[config.mk]
export PLATFORM = sky130hd
export DESIGN_NAME = drr_routing_top
export DESIGN_NICKNAME = d
export VERILOG_FILES = /design/src/core/drr_pkg.sv /design/src/core/drr_fifo.sv /design/src/core/drr_routing_top.sv
export SDC_FILE = /design/constraint.sdc
export NUM_CORES = 2
export LEC_CHECK = 0
export BUFFER_PORTS_ARGS = -buffer_cell sky130_fd_sc_hd__buf_2
export CAP_MARGIN = 25
export CELL_PAD_IN_SITES_DETAIL_PLACEMENT = 0
export CELL_PAD_IN_SITES_GLOBAL_PLACEMENT = 1
export CORE_ASPECT_RATIO = 1.1
export CORE_UTILIZATION = 55
export DETAILED_ROUTE_END_ITERATION = 8
export PLACE_DENSITY_LB_ADDON = 0.1
export SLEW_MARGIN = 10
export SYNTH_ARGS = -nofsm -noshare
export SYNTH_HDL_FRONTEND = slang
export SYNTH_SLANG_ARGS = --single-unit
[constraint.sdc]
create_clock -name clk -period 9.1 [get_ports clk]
set_clock_uncertainty 0.15 [all_clocks]
set_input_delay 1.82 -clock clk [delete_from_list [all_inputs] [get_ports clk]]
set_output_delay 1.82 -clock clk [all_outputs]
set_load 0.01 [all_outputs]
[src/core/drr_pkg.sv]
// Package: register map, field layout and carriers for the data FIFO routing block
package drr_pkg;

  localparam int DRR_ADDR_W = 8;
  localparam int DRR_DATA_W = 32;
  localparam int DRR_OFFSET_W = 48;
  localparam int DRR_NODE_W = 16;

  // Register byte offsets
  localparam logic [7:0] DRR_OFF_DMA_CTRL = 8'h90;
  localparam logic [7:0] DRR_OFF_STATUS = 8'h94;
  localparam logic [7:0] DRR_OFF_TX_BLOCK = 8'hB4;
  localparam logic [7:0] DRR_OFF_TX_DEST_HI = 8'hB8;
  localparam logic [7:0] DRR_OFF_TX_DEST_LO = 8'hBC;
  localparam logic [7:0] DRR_OFF_RX_CTRL = 8'hC0;
  localparam logic [7:0] DRR_OFF_RX_WIDTH = 8'hC4;
  localparam logic [7:0] DRR_OFF_RX_DEST_HI = 8'hC8;
  localparam logic [7:0] DRR_OFF_RX_DEST_LO = 8'hCC;

  // Field positions
  localparam int DRR_DMA_LONG_BLOCK_BIT = 0;
  localparam int DRR_DMA_PKTZ_BIT = 1;
  localparam int DRR_ST_NODE_VALID_BIT = 0;
  localparam int DRR_ST_FIFO_FULL_BIT = 1;
  localparam int DRR_ST_FIFO_EMPTY_BIT = 2;
  localparam int DRR_RX_BUS_ID_EN_BIT = 0;
  localparam int DRR_RX_SRC_ID_EN_BIT = 1;
  localparam int DRR_RX_ADDR_EN_BIT = 2;
  localparam int DRR_RX_CTRL_W = 3;
  localparam int DRR_TX_NODE_LSB = 0;
  localparam int DRR_TX_NODE_W = 16;
  localparam int DRR_TX_OFFHI_LSB = 16;
  localparam int DRR_TX_OFFHI_W = 16;
  localparam int DRR_RX_NODE_LSB = 0;
  localparam int DRR_RX_NODE_W = 17;
  localparam int DRR_RX_OFFHI_LSB = 17;
  localparam int DRR_RX_OFFHI_W = 15;
  // Source ID layout: bus number above, node number below
  localparam int DRR_PHY_NODE_W = 6;

  // Reset values
  localparam logic [31:0] DRR_RESET_WORD = 32'h0000_0000;
  localparam logic [2:0] DRR_RX_CTRL_RESET = 3'h0;

  localparam int DRR_FIFO_DEPTH = 32;

  // Received write request as it arrives from the link
  typedef struct packed {
    logic [DRR_NODE_W-1:0] source_id;
    logic [DRR_OFFSET_W-1:0] dest_offset;
    logic [DRR_DATA_W-1:0] payload;
  } drr_wreq_t;

  // Transmit destination as presented to the transmitter
  typedef struct packed {
    logic [DRR_NODE_W-1:0] node;
    logic [DRR_OFFSET_W-1:0] offset;
  } drr_tx_dest_t;

  typedef enum logic [1:0] {
    DRR_BUS_IDLE = 2'h1,
    DRR_BUS_ANSWER = 2'h2
  } drr_bus_state_t;

endpackage

[src/core/drr_fifo.sv]
// Synchronous valid/ready FIFO with parameter width and depth
`timescale 1ns/10ps
`default_nettype none
module drr_fifo
#(
  parameter int WIDTH = 96,
  parameter int DEPTH = 32
)
(
  // Clock and reset
  input wire logic clk,
  input wire logic reset_n,
  // Fill side
  input wire logic in_valid,
  output logic in_ready,
  input wire logic [WIDTH-1:0] in_data,
  // Drain side
  output logic out_valid,
  input wire logic out_ready,
  output logic [WIDTH-1:0] out_data,
  // Status
  output logic full,
  output logic empty
);

  localparam int AW = $clog2(DEPTH);

  logic [WIDTH-1:0] mem [DEPTH];
  logic [AW-1:0] wr_ptr;
  logic [AW-1:0] rd_ptr;
  logic [AW:0] count;
  logic push;
  logic pop;

  assign full = (count == (AW+1)'(DEPTH));
  assign empty = (count == '0);
  assign in_ready = !full;
  assign out_valid = !empty;
  assign out_data = mem[rd_ptr];
  assign push = in_valid && in_ready;
  assign pop = out_valid && out_ready;

  always_ff @(posedge clk)
  begin
    if (push)
    begin
      mem[wr_ptr] <= in_data;
    end
  end

  always_ff @(posedge clk or negedge reset_n)
  begin
    if (!reset_n)
    begin
      wr_ptr <= '0;
      rd_ptr <= '0;
      count <= '0;
    end
    else
    begin
      if (push)
      begin
        wr_ptr <= (wr_ptr == AW'(DEPTH-1)) ? '0 : wr_ptr + 1'b1;
      end
      if (pop)
      begin
        rd_ptr <= (rd_ptr == AW'(DEPTH-1)) ? '0 : rd_ptr + 1'b1;
      end
      if (push && !pop)
      begin
        count <= count + 1'b1;
      end
      else if (pop && !push)
      begin
        count <= count - 1'b1;
      end
    end
  end

endmodule
`default_nettype wire

[src/core/drr_routing_top.sv]
// Transmit destination registers and receive write-request routing
//
// Our own choice: the Avalon-MM interface to the registers.
`timescale 1ns/10ps
`default_nettype none
// Overview of operation
// Block register is a byte size when long-block is 1, else a block count.
// In count mode the count drops by one per transmitted block.
// Block register resets to zero and is forced to zero on bus reset.
// Transmit node in bits 0-15, offset high in bits 16-31 of one register.
// Separate 32-bit register holds the transmit offset low part.
// Receive registers act in direct mode while packetizer select is 0.
// Receive control registers reset to zero and survive bus reset.
// With address routing on, window hits go to the receive data FIFO.
// Bit 0 enables bus ID check, effective only with address routing.
// Bit 1 enables source ID check, effective only with address routing.
// Source mismatch goes to async queue only when source check is on.
// Window misses, or routing off, go to the async receive queue.
// A 32-bit width register sets the depth of the receive window.
// Receive node in bits 0-16, offset high in bits 17-31.
// A 32-bit register holds the receive start offset low part.
// Writing transmit node sets node-valid; bus reset clears it.
// Hit means start offset <= address < start offset plus width.
// ID checks compare packet source ID fields to receive node field.
module drr_routing_top
  import drr_pkg::*;
#(
  parameter int FIFO_DEPTH = DRR_FIFO_DEPTH
)
(
  // Clock and reset
  input wire logic clk,
  input wire logic reset_n,
  // Avalon-MM register slave
  input wire logic [DRR_ADDR_W-1:0] avs_address,
  input wire logic avs_read,
  input wire logic avs_write,
  input wire logic [DRR_DATA_W-1:0] avs_writedata,
  input wire logic [3:0] avs_byteenable,
  output logic [DRR_DATA_W-1:0] avs_readdata,
  output logic avs_waitrequest,
  // Link events
  input wire logic bus_reset,
  input wire logic tx_block_done,
  // Transmit side view
  output logic [DRR_DATA_W-1:0] tx_block_value,
  output logic tx_block_is_size,
  output drr_tx_dest_t tx_dest,
  output logic tx_node_valid_flag,
  // Received write requests
  input wire logic rx_valid,
  output logic rx_ready,
  input wire drr_wreq_t rx_req,
  // Receive data FIFO output
  output logic rdf_valid,
  input wire logic rdf_ready,
  output drr_wreq_t rdf_req,
  // Async receive queue output
  output logic arq_valid,
  input wire logic arq_ready,
  output drr_wreq_t arq_req
);

  // Byte-lane merge used by every writable register except the DMA and receive control registers
  function automatic logic [31:0] drr_merge(input logic [31:0] old_value,
                                            input logic [31:0] new_value,
                                            input logic [3:0] lanes);
    logic [31:0] result;
    result = old_value;
    for (int i = 0; i < 4; i++)
    begin
      if (lanes[i])
      begin
        result[8*i +: 8] = new_value[8*i +: 8];
      end
    end
    return result;
  endfunction

  drr_bus_state_t bus_state;
  logic [DRR_DATA_W-1:0] next_readdata;
  logic wr_fire;
  logic rd_hit;

  logic long_block_select;
  logic rx_packetizer_select;
  logic [DRR_DATA_W-1:0] tx_block_counter;
  logic [DRR_DATA_W-1:0] tx_dest_hi_reg;
  logic [DRR_DATA_W-1:0] tx_target_offset_low;
  logic [DRR_RX_CTRL_W-1:0] rx_route_ctrl;
  logic [DRR_DATA_W-1:0] rx_window_depth;
  logic [DRR_DATA_W-1:0] rx_dest_hi_reg;
  logic [DRR_DATA_W-1:0] rx_target_offset_low;

  logic wr_dma;
  logic wr_tx_block;
  logic wr_tx_hi;
  logic wr_tx_lo;
  logic wr_rx_ctrl;
  logic wr_rx_width;
  logic wr_rx_hi;
  logic wr_rx_lo;

  logic fifo_full;
  logic fifo_empty;
  logic fifo_in_ready;
  logic fifo_in_valid;

  // One wait cycle: readdata is latched in the first cycle and offered in the second
  assign avs_waitrequest = (avs_read || avs_write) && (bus_state != DRR_BUS_ANSWER);
  assign wr_fire = avs_write && (bus_state == DRR_BUS_ANSWER);

  always_ff @(posedge clk or negedge reset_n)
  begin
    if (!reset_n)
    begin
      bus_state <= DRR_BUS_IDLE;
    end
    else
    begin
      unique case (bus_state)
        DRR_BUS_IDLE:
        begin
          if (avs_read || avs_write)
          begin
            bus_state <= DRR_BUS_ANSWER;
          end
        end
        DRR_BUS_ANSWER:
        begin
          bus_state <= DRR_BUS_IDLE;
        end
        default:
        begin
          bus_state <= DRR_BUS_IDLE;
        end
      endcase
    end
  end

  assign wr_dma = wr_fire && (avs_address == DRR_OFF_DMA_CTRL);
  assign wr_tx_block = wr_fire && (avs_address == DRR_OFF_TX_BLOCK);
  assign wr_tx_hi = wr_fire && (avs_address == DRR_OFF_TX_DEST_HI);
  assign wr_tx_lo = wr_fire && (avs_address == DRR_OFF_TX_DEST_LO);
  assign wr_rx_ctrl = wr_fire && (avs_address == DRR_OFF_RX_CTRL);
  assign wr_rx_width = wr_fire && (avs_address == DRR_OFF_RX_WIDTH);
  assign wr_rx_hi = wr_fire && (avs_address == DRR_OFF_RX_DEST_HI);
  assign wr_rx_lo = wr_fire && (avs_address == DRR_OFF_RX_DEST_LO);

  // Unmapped addresses read as zero and ignore writes
  always_comb
  begin
    next_readdata = DRR_RESET_WORD;
    rd_hit = 1'b1;
    unique case (avs_address)
      DRR_OFF_DMA_CTRL:
      begin
        next_readdata[DRR_DMA_LONG_BLOCK_BIT] = long_block_select;
        next_readdata[DRR_DMA_PKTZ_BIT] = rx_packetizer_select;
      end
      DRR_OFF_STATUS:
      begin
        next_readdata[DRR_ST_NODE_VALID_BIT] = tx_node_valid_flag;
        next_readdata[DRR_ST_FIFO_FULL_BIT] = fifo_full;
        next_readdata[DRR_ST_FIFO_EMPTY_BIT] = fifo_empty;
      end
      DRR_OFF_TX_BLOCK: next_readdata = tx_block_counter;
      DRR_OFF_TX_DEST_HI: next_readdata = tx_dest_hi_reg;
      DRR_OFF_TX_DEST_LO: next_readdata = tx_target_offset_low;
      DRR_OFF_RX_CTRL: next_readdata[DRR_RX_CTRL_W-1:0] = rx_route_ctrl;
      DRR_OFF_RX_WIDTH: next_readdata = rx_window_depth;
      DRR_OFF_RX_DEST_HI: next_readdata = rx_dest_hi_reg;
      DRR_OFF_RX_DEST_LO: next_readdata = rx_target_offset_low;
      default: rd_hit = 1'b0;
    endcase
  end

  always_ff @(posedge clk or negedge reset_n)
  begin
    if (!reset_n)
    begin
      avs_readdata <= DRR_RESET_WORD;
    end
    else if (avs_read && bus_state == DRR_BUS_IDLE)
    begin
      avs_readdata <= rd_hit ? next_readdata : DRR_RESET_WORD;
    end
  end

  // Mode bits that live outside this block's documented registers
  always_ff @(posedge clk or negedge reset_n)
  begin
    if (!reset_n)
    begin
      long_block_select <= 1'b0;
      rx_packetizer_select <= 1'b0;
    end
    else if (wr_dma && avs_byteenable[0])
    begin
      long_block_select <= avs_writedata[DRR_DMA_LONG_BLOCK_BIT];
      rx_packetizer_select <= avs_writedata[DRR_DMA_PKTZ_BIT];
    end
  end

  // Bus reset beats a same-cycle software write so the link never sees stale counts
  always_ff @(posedge clk or negedge reset_n)
  begin
    if (!reset_n)
    begin
      tx_block_counter <= DRR_RESET_WORD;
    end
    else if (bus_reset)
    begin
      tx_block_counter <= DRR_RESET_WORD;
    end
    else if (wr_tx_block)
    begin
      tx_block_counter <= drr_merge(tx_block_counter, avs_writedata, avs_byteenable);
    end
    else if (tx_block_done && !long_block_select && tx_block_counter != DRR_RESET_WORD)
    begin
      tx_block_counter <= tx_block_counter - 1'b1;
    end
  end

  assign tx_block_value = tx_block_counter;
  assign tx_block_is_size = long_block_select;

  always_ff @(posedge clk or negedge reset_n)
  begin
    if (!reset_n)
    begin
      tx_dest_hi_reg <= DRR_RESET_WORD;
      tx_target_offset_low <= DRR_RESET_WORD;
    end
    else
    begin
      if (wr_tx_hi)
      begin
        tx_dest_hi_reg <= drr_merge(tx_dest_hi_reg, avs_writedata, avs_byteenable);
      end
      if (wr_tx_lo)
      begin
        tx_target_offset_low <= drr_merge(tx_target_offset_low, avs_writedata,
                                          avs_byteenable);
      end
    end
  end

  assign tx_dest.node = tx_dest_hi_reg[DRR_TX_NODE_LSB +: DRR_TX_NODE_W];
  assign tx_dest.offset = {tx_dest_hi_reg[DRR_TX_OFFHI_LSB +: DRR_TX_OFFHI_W],
                           tx_target_offset_low};

  // A write touching the node field wins over a same-cycle bus reset
  always_ff @(posedge clk or negedge reset_n)
  begin
    if (!reset_n)
    begin
      tx_node_valid_flag <= 1'b0;
    end
    else if (wr_tx_hi && (avs_byteenable[0] || avs_byteenable[1]))
    begin
      tx_node_valid_flag <= 1'b1;
    end
    else if (bus_reset)
    begin
      tx_node_valid_flag <= 1'b0;
    end
  end

  // Receive registers ignore bus reset entirely
  always_ff @(posedge clk or negedge reset_n)
  begin
    if (!reset_n)
    begin
      rx_route_ctrl <= DRR_RX_CTRL_RESET;
      rx_window_depth <= DRR_RESET_WORD;
      rx_dest_hi_reg <= DRR_RESET_WORD;
      rx_target_offset_low <= DRR_RESET_WORD;
    end
    else
    begin
      if (wr_rx_ctrl && avs_byteenable[0])
      begin
        rx_route_ctrl <= avs_writedata[DRR_RX_CTRL_W-1:0];
      end
      if (wr_rx_width)
      begin
        rx_window_depth <= drr_merge(rx_window_depth, avs_writedata, avs_byteenable);
      end
      if (wr_rx_hi)
      begin
        rx_dest_hi_reg <= drr_merge(rx_dest_hi_reg, avs_writedata, avs_byteenable);
      end
      if (wr_rx_lo)
      begin
        rx_target_offset_low <= drr_merge(rx_target_offset_low, avs_writedata,
                                          avs_byteenable);
      end
    end
  end

  // Routing decision
  logic address_routing_enable;
  logic source_id_check_enable;
  logic bus_id_check_enable;
  logic [DRR_RX_NODE_W-1:0] rx_target_node;
  logic [DRR_OFFSET_W:0] win_start;
  logic [DRR_OFFSET_W:0] win_end;
  logic [DRR_OFFSET_W:0] req_addr;
  logic win_hit;
  logic src_match;
  logic bus_match;
  logic to_fifo;

  // Packetizer mode is handled elsewhere; here it simply disables direct routing
  assign address_routing_enable = rx_route_ctrl[DRR_RX_ADDR_EN_BIT] && !rx_packetizer_select;
  assign source_id_check_enable = rx_route_ctrl[DRR_RX_SRC_ID_EN_BIT];
  assign bus_id_check_enable = rx_route_ctrl[DRR_RX_BUS_ID_EN_BIT];
  assign rx_target_node = rx_dest_hi_reg[DRR_RX_NODE_LSB +: DRR_RX_NODE_W];

  // Start is 47 bits wide; one extra bit keeps start plus width from wrapping
  assign win_start = (DRR_OFFSET_W+1)'({rx_dest_hi_reg[DRR_RX_OFFHI_LSB +: DRR_RX_OFFHI_W],
                                        rx_target_offset_low});
  assign win_end = win_start + (DRR_OFFSET_W+1)'(rx_window_depth);
  assign req_addr = (DRR_OFFSET_W+1)'(rx_req.dest_offset);
  assign win_hit = (req_addr >= win_start) && (req_addr < win_end);

  assign src_match = rx_req.source_id[DRR_PHY_NODE_W-1:0]
                     == rx_target_node[DRR_PHY_NODE_W-1:0];
  assign bus_match = rx_req.source_id[DRR_NODE_W-1:DRR_PHY_NODE_W]
                     == rx_target_node[DRR_NODE_W-1:DRR_PHY_NODE_W];

  assign to_fifo = address_routing_enable && win_hit
                   && (!source_id_check_enable || src_match)
                   && (!bus_id_check_enable || bus_match);

  // Back-pressure from either destination stalls the link side
  assign fifo_in_valid = rx_valid && to_fifo;
  assign rx_ready = to_fifo ? fifo_in_ready : (!arq_valid || arq_ready);

  drr_fifo #(
    .WIDTH($bits(drr_wreq_t)),
    .DEPTH(FIFO_DEPTH)
  ) u_rx_data_fifo (
    .clk(clk),
    .reset_n(reset_n),
    .in_valid(fifo_in_valid),
    .in_ready(fifo_in_ready),
    .in_data(rx_req),
    .out_valid(rdf_valid),
    .out_ready(rdf_ready),
    .out_data(rdf_req),
    .full(fifo_full),
    .empty(fifo_empty)
  );

  // Async queue output stage
  always_ff @(posedge clk or negedge reset_n)
  begin
    if (!reset_n)
    begin
      arq_valid <= 1'b0;
      arq_req <= '0;
    end
    else if (!arq_valid || arq_ready)
    begin
      arq_valid <= rx_valid && !to_fifo;
      arq_req <= rx_req;
    end
  end
endmodule
`default_nettype wire

==> results.py <==
metrics = {
    "outcome": {
        "outcome": "complete, no violations",
    },
    "floorplanning": {
        "initial_utilization_pct": 55.43,
        "io_pins": 475,
        "dieWidth_um": 474.9,
        "core_mm2": 0.2441,
        "rows": 190,
        "die_h_um": 522.2,
        "die_area_mm2": 0.2480,
    },
    "critical_path": {
        "cp-start-kind": "flip-flop",
        "crit_top_cell": "a211oi_1",
        "path_cells": "ha_1, inv_1, fa_1, nor2b_1, o31a_1, o21ai_0, a211oi_1, a221oi_1, o311ai_0, a21oi_1, nor3_1, xnor2_1, ha_1, a21o_1, a211oi_1, o21ai_0, a211oi_1, o21a_1, nand3_1, mux2_2, buf_2",
        "arrival_ns": 6.87,
        "crit_path_top_delay_cell": "a21oi_1",
        "cpPeakStageDelay_ns": 0.67,
        "worstPathRequired_ns": 7.13,
        "worst_setup_path_end_kind": "output port",
        "crit_type": "reg -> out",
        "crit_fanout": 8,
        "r2r-start": "rx_target_offset_low[0]",
        "startpoint": "rx_target_offset_low[0]",
    },
    "synth": {
        "synth_common_cells": "3,072 x edfxtp_1, 960 x mux4_2, 363 x mux2_2, 344 x dfrtp_1, 234 x clkbuf_1",
        "synthTopCellsByArea": "edfxtp_1 68%, mux4_2 16%, dfrtp_1 6.4%, mux2_2 3.0%, ha_1 1.3%",
        "syn_inst": 6171,
        "syn_nets": 6461,
        "synth_seq_area_share_pct": 74.55,
        "syn-cell-area_mm2": 0.1353,
        "synth_top_area_share_pct": 68.17,
        "syn_area_per_cell_um2": 21.93,
        "synth.distinct_cells": 69,
        "synth_edf_count": 3072,
        "synth_most_common_cell": "edfxtp_1",
        "ys_ff_latch": 3417,
        "synth_flop_cell": "edfxtp_1",
        "async_reset_ff_share_pct": 10.10,
        "yosysTopAreaCell": "edfxtp_1",
        "synth-warning-count": 0,
    },
    "timing": {
        "slew_headroom_pct": 25.82,
        "rsz0062_at_grt": "no",
        "final.setup.tns_ns": 0,
        "worstMarginPinSlew_ns": 1.113,
        "layout_setup_ws_ns": 0.2573,
        "timing.final.crit_share_pct": 97.17,
        "fin_crit_ns": 8.843,
        "finalHoldViolCount": 0,
        "final_max_slew_viol_count": 0,
        "fmax_mhz": 113.1,
        "setup_violations": 0,
    },
    "clocking": {
        "clk_path_buf_depth": 4,
        "cts_setup_buffers": 0,
        "holdBufCountCts": 0,
        "path_clk_slew_ns": 0.06,
        "numCtsBuffers": 342,
        "clock_sinks": 3417,
        "post_cts_resized": 0,
        "cts_max_level": 5,
        "root_buffer": "clkbuf_16",
        "cts_tree": "yes",
        "clk_latency_ns": 0.88,
    },
    "power": {
        "switchingPower_uw": 11570,
        "combPwrFrac_pct": 23.8,
        "ir_drop_uv": 308.8,
        "p_leak_uw": 0.05146,
        "pwr-share-clk_pct": 33.7,
        "seqPwrFrac_pct": 42.5,
        "p_int_uw": 29880,
        "power.density_mw_per_mm2": 269.4,
        "swShare_pct": 27.91,
    },
    "layout": {
        "nNetsFinal": 7144,
        "area_delta_synth_final_pct": 13.70,
        "top_regs": "u_rx_data_fifo.mem (3072), arq_req (96)",
        "utilization_pct": 63.02,
        "largest_register_ffs": 3072,
        "drive_gt1_share_pct": 34.88,
        "top_register": "u_rx_data_fifo.mem",
    },
    "detailed_routing": {
        "drc": 0,
        "dr.pass1.iters": 5,
        "drt_wl_total_um": 366100,
        "dr_total_vias": 68275,
        "routed_via_density": 6.562,
        "ant_nets": 0,
        "drt_iter0_markers": 7496,
        "post_drt_wl_per_cell_um": 35.19,
    },
    "grt": {
        "grt_max_degree": 149,
        "globalRouteOverflowTotal": 0,
        "first_global_vias": 69048,
        "antenna_found_initial": 18,
        "grt_usage_pct": 29.78,
        "grt_pass1_wl_um": 519100,
    },
    "hold_path": {
        "hp-start": "avs_readdata[0]",
        "hold_class": "reg -> reg",
    },
    "place": {
        "place_ws_ns": 1.259,
        "dp_hpwl_um": 216900,
        "io_buffer_count": 474,
        "routabilityCongestion": 0.8856,
    },
    "job": {
        "cap_violations": 0,
    },
}
[area by class of cell]
class                   instances  area (µm²)
diodes                         11       27.53
clock buffers                 453        9306
clock inverters               167        1697
fillers                     16617       90280
inverters                      64       240.2
multi-input cells            2402       33290
flip-flops and latches       3417      100900
well taps                    3264        4084
repair buffers                627        4319
[power groups by stage]
stage | sequential, µW | clock [µW] | combinational (µW)
global placement | 17900 | 0 | 9960
CTS | 17600 | 14200 | 10000
detailed placement | 17900 | 0 | 9970
finish | 17600 | 14000 | 9850
floorplan | 17700 | 0 | 6340
global route | 17600 | 14700 | 10400
[worst paths after layout]
path                                                   end  slack [ns]  cells after the start
worst max-delay path                              rx_ready        0.26                     21
worst min-delay path                       avs_readdata[0]        0.35                      2
worst max register to register  u_rx_data_fifo.mem[27][53]        1.13                     23
worst min register to register             avs_readdata[0]        0.35                      2
max in group asynchronous         rx_target_offset_low[15]        6.47                      2
min in group asynchronous                     bus_state[1]        0.77                      1
[worst max-delay path: cells and delay by family, from the launching register on]
kind / cells / cell delay, ns
multiplexers: 1 / 0.49
AO/OA/AOI/OAI: 11 / 3.28
buffers and inverters: 2 / 0.21
AND/OR/NAND/NOR: 3 / 0.72
adder cells (fa/ha/maj): 3 / 0.73
flip-flops: 1 / 0.41
XOR/XNOR: 1 / 0.17
[stage by stage]
stage               std cells  hold slack (ns)  instance area, µm²  power (µW)
CTS                     10394           0.3421              153800       41790
global route            10395           0.3695              153800       42720
finish                  10405           0.3463              153900       41450
global placement         9774           0.3107              142800       27890
detailed placement       9774           0.3191              142800       27910
floorplan                6171           0.3099              135300       24010
[metal layers]
layer  GRT usage (%)  vias up  routed length (µm)
li1                -    27403                   -
met1           42.09    37211              145900
met2           48.79     3127              182700
met3           4.998      526               28200
met4           7.454        8                9363
met5               0        -                  47
[kinds of logic after synthesis]
| family | Yosys count | synth area share (%) |
|---|---|---|
| xor gates and xnor gates | 65 | 0.4207 |
| AOI/OAI and AO/OA | 426 | 2.052 |
| adders and majority gates | 141 | 1.315 |
| buffers and inverters | 352 | 0.9875 |
| and+or+nand+nor | 444 | 1.653 |
| muxes | 1326 | 19.02 |
| DFF | 3417 | 74.55 |
[cells in the final DEF, fill, tap and decap left out, types with 32 or more instances in the layout]
cell type,count
and3_4,32
a21o_1,38
a22oi_1,65
a21oi_1,84
edfxtp_1,3072
dfrtp_1,339
nor2_1,80
clkinv_2,48
buf_12,63
buf_4,90
buf_2,473
clkbuf_16,351
a221oi_1,34
o21ai_0,121
mux4_2,960
clkbuf_1,88
clkinv_1,59
mux2_2,363
inv_1,64
nand2_1,136
xnor2_1,47
ha_1,139
(Power assumes the default switching activity.)
